**config.mk**
```make
export PLATFORM = sky130hd
export DESIGN_NAME = uft_core
export DESIGN_NICKNAME = d
export VERILOG_FILES = /design/src/hw/uft_pkg.sv /design/src/hw/uft_flag.sv /design/src/hw/uft_core.sv
export SDC_FILE = /design/constraint.sdc
export NUM_CORES = 1
export LEC_CHECK = 0
export BUFFER_PORTS_ARGS = -buffer_cell sky130_fd_sc_hd__buf_2
export CORE_ASPECT_RATIO = 1.5
export CORE_UTILIZATION = 35
export CTS_BUF_LIST = sky130_fd_sc_hd__clkbuf_8
export DETAILED_ROUTE_END_ITERATION = 6
export SKIP_CTS_REPAIR_TIMING = 1
export SYNTH_ARGS = -nofsm -noshare
export SYNTH_HDL_FRONTEND = slang
export SYNTH_SLANG_ARGS = --single-unit
```
**constraint.sdc**
```tcl
create_clock -name clk -period 6.3 [get_ports clk]
set_clock_uncertainty 0.1 [all_clocks]
set_input_delay 1.575 -clock clk [delete_from_list [all_inputs] [get_ports clk]]
set_output_delay 1.575 -clock clk [all_outputs]
set_load 0.02 [all_outputs]
```
**src/hw/uft_pkg.sv**
```systemverilog
// Constants for the frame timer and interrupt status block
package uft_pkg;
    // Register offsets on the 8-bit parallel bus
    localparam logic [7:0] OFS_FLAGS = 8'h0d;
    localparam logic [7:0] OFS_REV_LOW = 8'h0e;
    localparam logic [7:0] OFS_COUNT_HIGH = 8'h0f;
    // Status bit positions
    localparam int BIT_DPLUS = 7;
    localparam int BIT_DETECT = 6;
    localparam int BIT_INSREM = 5;
    localparam int BIT_SOF = 4;
    localparam int BIT_DONE_B = 1;
    localparam int BIT_DONE_A = 0;
    // Revision field and reserved bits on read of the revision register
    localparam int REV_LSB = 4;
    localparam logic [3:0] REV_LOW_BITS = 4'h0;
    // Interval counter layout
    localparam int COUNT_W = 14;
    localparam int HIGH_W = 6;
    localparam int READ_LSB = 6;
    localparam int FRAME_W = 11;
    // Reset values
    localparam logic [COUNT_W-1:0] RELOAD_RST = 14'h0000;
    localparam logic [FRAME_W-1:0] FRAME_RST = 11'h000;
    localparam logic SE0_RST = 1'b1;
    localparam logic [7:0] RDATA_RST = 8'h00;
    // Rates: system clock and the internal full-speed bit tick
    localparam int SYS_KHZ = 25000;
    localparam int TICK_KHZ = 12000;
    localparam int ACC_W = 16;
    localparam logic [ACC_W-1:0] ACC_STEP = ACC_W'(TICK_KHZ / 1000);
    localparam logic [ACC_W-1:0] ACC_MOD = ACC_W'(SYS_KHZ / 1000);
    localparam logic [ACC_W-1:0] ACC_RST = 16'h0000;
endpackage

```
**src/hw/uft_flag.sv**
```systemverilog
// One sticky status flag: hardware set, write-one clear
`timescale 1ns/10ps
`default_nettype none
module uft_flag (
    input wire logic clk,
    input wire logic srst,
    input wire logic set,
    input wire logic clr,
    output logic q
);
    logic next_q;

    // Set beats clear in the same cycle
    always_comb begin
        next_q = q;
        if (clr) begin
            next_q = 1'b0;
        end
        if (set) begin
            next_q = 1'b1;
        end
    end

    always_ff @(posedge clk) begin
        if (srst) begin
            q <= 1'b0;
        end else begin
            q <= next_q;
        end
    end
endmodule // uft_flag
`default_nettype wire

```
**src/hw/uft_core.sv**
```systemverilog
// Interrupt status, revision readback and start-of-frame interval timer
`timescale 1ns/10ps
`default_nettype none
module uft_core #(
    parameter logic [3:0] REVISION = 4'h7 // Arbitrary value
) (
    input wire logic clk,
    input wire logic srst,
    input wire logic [7:0] addr,
    input wire logic [7:0] wdata,
    input wire logic wr_en,
    input wire logic rd_en,
    output logic [7:0] rdata,
    input wire logic resume_mode,
    input wire logic sof_enable,
    input wire logic host_mode,
    input wire logic [7:0] irq_enable,
    input wire logic dplus_level,
    input wire logic line_se0,
    input wire logic resume_event,
    input wire logic done_a,
    input wire logic done_b,
    output logic irq_out,
    output logic sof_send,
    output logic [uft_pkg::FRAME_W-1:0] frame_number
);
    localparam int CW = uft_pkg::COUNT_W;
    logic [uft_pkg::ACC_W-1:0] acc, next_acc;
    logic tick12;
    logic [CW-1:0] reload, next_reload;
    logic [CW-1:0] count, next_count;
    logic [uft_pkg::FRAME_W-1:0] next_frame_number;
    logic next_sof_send;
    logic prev_se0, next_prev_se0;
    logic [7:0] next_rdata;
    logic [7:0] status;
    logic [4:0] flag_set, flag_clr, flag_q;
    logic wr_flags, wr_low, wr_high;

    assign wr_flags = wr_en && (addr == uft_pkg::OFS_FLAGS);
    assign wr_low = wr_en && (addr == uft_pkg::OFS_REV_LOW);
    assign wr_high = wr_en && (addr == uft_pkg::OFS_COUNT_HIGH);

    // Sticky flags: 4 resume, 3 insert/remove, 2 sof, 1 done B, 0 done A
    assign flag_set = {resume_mode && resume_event,
                       host_mode && (prev_se0 != line_se0),
                       next_sof_send,
                       done_b, done_a};
    assign flag_clr = {wdata[uft_pkg::BIT_DETECT], wdata[uft_pkg::BIT_INSREM],
                       wdata[uft_pkg::BIT_SOF], wdata[uft_pkg::BIT_DONE_B],
                       wdata[uft_pkg::BIT_DONE_A]} & {5{wr_flags}};

    genvar gi;
    generate
        for (gi = 0; gi < 5; gi++) begin : g_flag
            uft_flag u_flag (
                .clk(clk),
                .srst(srst),
                .set(flag_set[gi]),
                .clr(flag_clr[gi]),
                .q(flag_q[gi])
            );
        end
    endgenerate

    // Status view: live D+, shared bit 6, reserved bits zero
    always_comb begin
        status = 8'h00;
        status[uft_pkg::BIT_DPLUS] = dplus_level;
        status[uft_pkg::BIT_DETECT] = resume_mode ? flag_q[4] : line_se0;
        status[uft_pkg::BIT_INSREM] = flag_q[3];
        status[uft_pkg::BIT_SOF] = flag_q[2];
        status[uft_pkg::BIT_DONE_B] = flag_q[1];
        status[uft_pkg::BIT_DONE_A] = flag_q[0];
    end

    // Level interrupt; enables only gate the pin
    assign irq_out = |(status & irq_enable & 8'h7f);

    // Fractional divider gives a 12 MHz tick from the system clock
    always_comb begin
        next_acc = acc + uft_pkg::ACC_STEP;
        tick12 = 1'b0;
        if (next_acc >= uft_pkg::ACC_MOD) begin
            next_acc = next_acc - uft_pkg::ACC_MOD;
            tick12 = 1'b1;
        end
    end

    // Reload value, down counter, frame number, read data
    always_comb begin
        next_reload = reload;
        if (wr_low) begin
            next_reload[7:0] = wdata;
        end
        if (wr_high) begin
            next_reload[CW-1:8] = wdata[uft_pkg::HIGH_W-1:0];
        end
        next_count = count;
        next_sof_send = 1'b0;
        if (!sof_enable) begin
            next_count = reload;
        end else if (tick12) begin
            // Reload on the tick that reaches zero, so a frame lasts reload ticks, or one tick when reload is zero
            if (count < 14'h0002) begin
                next_count = reload;
                next_sof_send = 1'b1;
            end else begin
                next_count = count - 1'b1;
            end
        end
        next_frame_number = frame_number;
        if (next_sof_send) begin
            next_frame_number = frame_number + 1'b1;
        end
        if (wr_high) begin
            next_frame_number = uft_pkg::FRAME_RST;
        end
        next_prev_se0 = line_se0;
        next_rdata = rdata;
        if (rd_en) begin
            case (addr)
                uft_pkg::OFS_FLAGS: next_rdata = status;
                uft_pkg::OFS_REV_LOW: next_rdata = {REVISION, uft_pkg::REV_LOW_BITS};
                uft_pkg::OFS_COUNT_HIGH: next_rdata = count[CW-1:uft_pkg::READ_LSB];
                default: next_rdata = 8'h00;
            endcase
        end
    end

    // Register all state but the sticky flags
    always_ff @(posedge clk) begin
        if (srst) begin
            acc <= uft_pkg::ACC_RST;
            reload <= uft_pkg::RELOAD_RST;
            count <= uft_pkg::RELOAD_RST;
            frame_number <= uft_pkg::FRAME_RST;
            sof_send <= 1'b0;
            prev_se0 <= uft_pkg::SE0_RST;
            rdata <= uft_pkg::RDATA_RST;
        end else begin
            acc <= next_acc;
            reload <= next_reload;
            count <= next_count;
            frame_number <= next_frame_number;
            sof_send <= next_sof_send;
            prev_se0 <= next_prev_se0;
            rdata <= next_rdata;
        end
    end
endmodule // uft_core
`default_nettype wire

```
==> impl_results.md, run 1 <==
* Ys Warns at 0
* Final period util at 63.4%
* Cell family with most CP delay: multiplexers
* Pre-CTS WS at 2.31 ns
* Critical Path RT at 4.62 ns
* CTS clk-pin slew, worst paths at 0.07 ns
* Placed Cells at 633
* CTS buffer count at 9
* Nets@finish at 543
* Number of synthesized flops with an enable pin at 0
* Pre-Repair DR Iteration Count at 6
* Utilization after layout at 40.7%
* Port buffer count at 53
* Most common cell after layout, fill and taps aside: dfxtp_1
* Row count at 46
* Max-slew headroom at 48.2%
* Via count at 3,463
* Yosys reg bits at 70
* RSZ-0062 raised after global routing: false
* Die Span X at 86.7 um
* Core area at 10,500 um^2
* CTS tree: yes
* Post-Synthesis Cells at 461
* H-tree Lvls at 3
* WL/cell at 14.1 um
* Async set-reset flop share out of synthesis at 0%
* WP buf/inv at 2
* CP most frequent cell: buf_2
* DR vias/cell at 5.34
* Final setup TNS at 0 ns
* Post-synth top flop: dfxtp_1
* Synthesized Nets at 504
* Worst-path maximum fanout at 2
* Hpwl dp at 6760 um
* Share of cells above drive strength 1 at 17.0%
* Max-slew violations at 0
* Final hold vios at 0
* Wirelength, routed at 9160 um
* First-pass GRT wire length at 15,300 um
* Clock tree buffer depth at 2
* Clk root buf: clkbuf_8
* Peak supply drop at 0.000185 V
* Status: finished clean
* P_leak at 1.74 nW
* Sequential cell area fraction in the yosys report at 37.2%
* Final WS setup at 2.31 ns
* Routability congestion estimate at 0.854
* Clk_lat worst skew at 0.35 ns
* GR Util All Layers at 17.5%
* MaxCap Viol Count at 0
* Crit path cell chain: buf_2 -> mux2_2 -> nand2_1 -> nand3_1 -> buf_2
* Data arrival time of the critical path at 2.32 ns
* Design Area, Final at 4290 um^2
* DRC at 0
* Initial DRC Count at 122
* Critical path class: in2out
* Kind of start point of the critical path: input port
* Fill cells at 1,093
* Yosys cell types at 59
* Most frequent cells in the layout: dfxtp_1, nor2_1, buf_2, a21oi_1, nand2_1
* Critical path's slowest cell: mux2_2
* Mapped cell area at 3770 um^2
* Area growth, synth to finish at 13.8%
* N_diodes at 0
* Fmax at 0.250 GHz
* Pwr Density at 414 nW/um^2
* Worst slew pin tran at 0.776 ns
* Die ar. at 11,200 um^2
* Pin count of the biggest net entering global routing at 42
* Number of global-route vias before repair at 3,244
* Initial Util at 35.8%
* Sink Count at 70
* Die Ht at 129 um
* Synthesized area per cell at 8.18 um^2
* Final std cells w/o fill at 649
* Worst hold path class: reg2reg
* Tmin final at 3.99 ns
* Max incr delay on CP at 0.35 ns
* # IOs at 57
* Antenna-violating nets left at 0
* Total grt overflow at 0
* DP Area at 4110 um^2
* Initial antenna violation count at 0
* Setup violators final at 0
* Crit path capture type: output port
-- per-layer routing --
layer  up-vias  routed length, um  part of all wire (%)  global-route usage [%]
li1       1728                  -                     -                       -
met4         0                273                   3.0                    8.53
met1      1637               3750                    41                    18.9
met2        78               4850                    53                    32.1
met3        20                286                   3.1                    3.57
met5         -                  0                     0                       0
-- state kept, by name, indices dropped and copies added, names as in the netlist --
signal	cells
count	14
g_flag.u_flag.q	5
reload	14
acc	16
rdata	8
frame_number	11
sof_send	1
prev_se0	1
-- report_power, final --
group | leakage, nW | internal (mW) | switching, mW | total (mW)
sequential | 0.571 | 0.521 | 0.105 | 0.626
clock | 0.0934 | 0.152 | 0.175 | 0.327
combinational | 1.08 | 0.336 | 0.486 | 0.822
-- cell type report --
cell class	count	area, um^2	area share [%]
multi-input cells	349	2190	51.2
flip-flops and latches	70	1400	32.7
repair buffers	55	280	6.53
well taps	144	180	4.20
clock buffers	10	138	3.21
inverters	15	56.3	1.31
clock inverters	6	38.8	0.904
-- path summary, 6_finish.rpt --
| check | cells after the start | slack [ns] | end | from |
|---|---|---|---|---|
| setup / recovery | 5 | 2.31 | irq_out | resume_mode |
| hold / removal | 2 | 0.37 | rdata[2]$_SDFFE_PP0P_ | rdata[2]$_SDFFE_PP0P_ |
| setup reg to reg | 10 | 2.68 | acc[6]$_SDFF_PP0_ | acc[2]$_SDFF_PP0_ |
| hold reg to reg | 2 | 0.37 | rdata[2]$_SDFFE_PP0P_ | rdata[2]$_SDFFE_PP0P_ |
-- tightest hold or removal path, cell delays in order, from the launching register on --
cell and delay (ns):
dfxtp_1 0.31, nand2b_1 0.06, a21oi_1 0.05
-- cell families after synthesis --
kind of cell	Yosys count	synth area share (%)
adders and majority gates	7	2.32
muxes	23	6.31
DFF	70	37.2
AOI/OAI and AO/OA	95	16.0
buffers and inverters	42	4.61
and+or+nand+nor	197	27.3
xor gates and xnor gates	27	6.27
-- synth_stat cells (6+ instances only) --
cell type  number  share of area (%)
dfxtp_1        70                 37
nor2_1         57                5.7
a21oi_1        34                4.5
nand2_1        30                3.0
nand3_1        27                3.6
xnor2_1        19                4.4
clkbuf_1       18                1.8
o21ai_0        18                2.4
mux2i_1        17                4.5
inv_1          15                1.5
nor3_1         13                1.7
nand2b_1       12                2.0
or3_1          12                2.0
nand4_1         9                1.5
xor2_1          8                1.9
buf_2           7               0.93
ha_1            7                2.3
nor4_1          7                1.2
a211oi_1        6                1.2
-- stage by stage --
step / hold WS [ns] / power (mW)
3_5_place_dp: 0.364 / 1.45
6_report: 0.365 / 1.77
4_1_cts: 0.375 / 1.79
3_3_place_gp: 0.359 / 1.44
5_1_grt: 0.390 / 1.93
2_1_floorplan: 0.347 / 1.27
Note: power is estimated with default switching activity, not from simulation.
==> run 2, diff against run 1 <==
--- a/config.mk
+++ b/config.mk
@@ -5,6 +5,7 @@
 export SDC_FILE = /design/constraint.sdc
 export NUM_CORES = 1
 export LEC_CHECK = 0
+export ABC_AREA = 1
 export BUFFER_PORTS_ARGS = -buffer_cell sky130_fd_sc_hd__buf_2
 export CORE_ASPECT_RATIO = 1.5
 export CORE_UTILIZATION = 35
==> constraint.sdc (replaced) <==
create_clock -name clk -period 4.05 [get_ports clk]
set_clock_uncertainty 0.1 [all_clocks]
set_input_delay 1.0125 -clock clk [delete_from_list [all_inputs] [get_ports clk]]
set_output_delay 1.0125 -clock clk [all_outputs]
set_load 0.02 [all_outputs]
==> run 2 against run 1 <==
  * Count of clock-buffer cells in the layout increased by 2
  * Largest cell class unchanged
  * Largest power group unchanged
  * Critical path type is now reg2reg
  * Sequential share of layout area decreased by 1.4 points
  * Cell count is 22% higher
  * Synthesized cell count grew 29%
  * Global-route usage grew 0.96 points
  * Worst hold slack worse by 0.012 ns
  * Critical endpoint is now count[7]$_SDFFE_PP0P_
  * Clock power is 100% higher
  * Synthesized area grew 3.6%
  * Sequential power increased by 55%
==> impl_results.md, run 2 <==
* Design Area, Final at 4490 um^2 (+4.6%)
* Area leader, netlist: dfxtp_1
* Wirelength, routed at 10,000 um (+9.4%)
* Post-synth top flop: dfxtp_1
* Initial Util at 36.5% (+0.67 points)
* Yosys cell types at 30 (-49%)
* Worst-path maximum fanout at 39 (+37)
* Hpwl dp at 7490 um (+11%)
* Crit path cell chain: inv_2 -> ha_1 -> nor2_4 -> nand2_1 -> xor2_1 -> nand2_1 -> nor2_4 -> nand3_4 -> inv_2 -> nand2_2 -> nand2_1 -> a21oi_1
* Critical Path RT at 4.18 ns (-0.44 ns)
* Ys Warns at 0 (unchanged)
* Data arrival time of the critical path at 3.13 ns (+0.81 ns)
* Most frequent cells in the layout: nand2_1, dfxtp_1, inv_1, nor2_1, a21oi_1
* Worst slew pin tran at 0.698 ns (-0.0780 ns)
* H-tree Lvls at 3 (unchanged)
* Peak supply drop at 0.000224 V (+21%)
* Max incr delay on CP at 0.39 ns (+0.04 ns)
* WP buf/inv at 2 (unchanged)
* Synthesized area per cell at 6.57 um^2 (-20%)
* Fmax at 0.333 GHz
* Port buffer count at 53 (unchanged)
* DR vias/cell at 4.86 (-8.8%)
* Largest registers: acc x16, count x14, reload x14
* Row count at 46 (unchanged)
* DP Area at 4250 um^2 (+3.4%)
* P_leak at 1.97 nW (+13%)
* Cell family with most CP delay: simple AND/OR/NAND/NOR gates
* Final hold vios at 0 (unchanged)
* Routability congestion estimate at 0.832 (-2.7%)
* Initial DRC Count at 174 (+43%)
* Number of global-route vias before repair at 3,669 (+13%)
* Number of synthesized flops with an enable pin at 0 (unchanged)
* WL/cell at 12.7 um (-10%)
* Final period util at 74.1%
* Crit path capture type: flop
* First-pass GRT wire length at 17,000 um (+11%)
* Count leader, synth: nand2_1
* Setup violators final at 0 (unchanged)
* Pre-Repair DR Iteration Count at 4 (-2)
* Top cells by count, synth: nand2_1, dfxtp_1, inv_1, nor2_1, a21oi_1
* Top-area cell type share of the netlist area at 35.9% (-1.3 points)
* DRC at 0 (unchanged)
* Die ar. at 11,600 um^2 (+3.5%)
* Fill cells at 1,191 (+9.0%)
* CP most frequent cell: nand2_1
* Kind of start point of the critical path: flop
* Pre-CTS WS at 0.968 ns (-1.34 ns)
* Clock tree buffer depth at 2 (unchanged)
* Critical path class: reg2reg
* Area growth, synth to finish at 14.9%
* Initial antenna violation count at 0 (unchanged)
* Core area at 10,700 um^2 (+1.6%)
* Die Span X at 88.2 um (+1.7%)
* Most common cell after layout, fill and taps aside: nand2_1
* CTS clk-pin slew, worst paths at 0.08 ns (about the same)
* Status: finished clean
* Die Ht at 131 um (+1.7%)
* Tot Pwr at 3.11 mW (+75%)
* Max-slew headroom at 53.4% (+5.2 points)
* N_diodes at 0 (unchanged)
* Worst hold path class: reg2reg
* Synthesized Nets at 637 (+26%)
* Max reg flops at 16 (unchanged)
* # IOs at 57 (unchanged)
* Yosys reg bits at 70 (unchanged)
* CTS tree: yes
* CTS buffer count at 9 (unchanged)
* Sequential cell area fraction in the yosys report at 35.9% (-1.3 points)
* Most flops, register: acc
* Total grt overflow at 0 (unchanged)
* Sink Count at 70 (unchanged)
* Clk root buf: clkbuf_8
* Mapped cell area at 3900 um^2 (+3.6%)
* Nets@finish at 683 (+26%)
* Share of cells above drive strength 1 at 14.6% (-2.5 points)
* MaxCap Viol Count at 0 (unchanged)
* Via count at 3,838 (+11%)
* Antenna-violating nets left at 0 (unchanged)
* Final setup TNS at 0 ns (unchanged)
* Pin count of the biggest net entering global routing at 42 (unchanged)
* Clk_lat worst skew at 0.36 ns (about the same)
* GR Util All Layers at 18.4% (+0.96 points)
* Max-slew violations at 0 (unchanged)
* Async set-reset flop share out of synthesis at 0% (unchanged)
* Post-Synthesis Cells at 594 (+29%)
* Tmin final at 3.00 ns
* Final WS setup at 1.05 ns (-1.26 ns)
* Top cells by area, synth: dfxtp_1, nand2_1, a21oi_1
* Pwr Density at 693 nW/um^2 (+68%)
* Critical path's slowest cell: dfxtp_1
* RSZ-0062 raised after global routing: false
[run 2: changes by cell type after synthesis, sizes merged, moves of 8 or more]
cell    previous run  this run
nor2              58        70
mux2i             17         0
nand2             30       169
or3               12         0
xnor2             19         3
a21oi             34        60
nand3             27        47
xor2               8        16
o21ai             19        30
nor4               9         1
nand2b            12         0
inv               15        66
[run 2: worst reg2reg max path, delay by kind of cell, from the launching register on]
| kind | cells | cell delay [ns] |
|---|---|---|
| buf+inv | 2 | 0.34 |
| simple gates | 7 | 1.44 |
| flops | 1 | 0.39 |
| compound gates | 1 | 0.07 |
| xor+xnor | 1 | 0.28 |
| fa+ha+maj | 1 | 0.26 |
[run 2: power breakdown]
group / internal [mW] / switching (mW)
Clock: 0.394 / 0.268
Combinational: 0.507 / 0.973
Sequential: 0.832 / 0.137
Total: 1.73 / 1.38
[run 2: final timing paths]
check,slack (ns),cells after the start,start,endpoint
worst min-delay path,0.35,2,reload[12]$_SDFFE_PP0P_,reload[12]$_SDFFE_PP0P_
worst min register to register,0.35,2,reload[12]$_SDFFE_PP0P_,reload[12]$_SDFFE_PP0P_
worst max register to register,1.05,12,acc[2]$_SDFF_PP0_,count[7]$_SDFFE_PP0P_
worst max-delay path,1.05,12,acc[2]$_SDFF_PP0_,count[7]$_SDFFE_PP0P_
[run 2: logic make-up after synthesis]
logic type	after synthesis	share of synthesized area, %
adder cells (fa/ha/maj)	7	2.24
AND/OR/NAND/NOR	318	36.1
AO/OA/AOI/OAI	94	12.3
XOR/XNOR	19	4.26
buffers and inverters	86	9.20
flip-flops	70	35.9
[run 2: final cells by class]
| class | count | area, um^2 | share of cell area, % |
|---|---|---|---|
| multi-input cells | 438 | 2140 | 47.8 |
| well taps | 144 | 180 | 4.02 |
| flip-flops and latches | 70 | 1400 | 31.2 |
| clock inverters | 4 | 68.8 | 1.53 |
| clock buffers | 12 | 165 | 3.68 |
| inverters | 66 | 248 | 5.52 |
| repair buffers | 55 | 280 | 6.25 |
[run 2: stage by stage]
| step | utilization [%] | std cells | hold WS (ns) |
|---|---|---|---|
| floorplan | - | 594 | 0.325 |
| global placement | 39.7 | 773 | 0.339 |
| detailed placement | 39.7 | 773 | 0.343 |
| CTS | 41.9 | 789 | 0.353 |
| global route | 41.9 | 789 | 0.380 |
| finish | 41.9 | 789 | 0.353 |
[run 2: per-layer routing]
metal,track usage [%],share of wire (%),up-vias
met2,32.7,52,73
met1,20.9,42,1737
li1,-,-,2011
met5,0,0,-
met4,8.24,2.1,0
met3,3.08,4.0,17
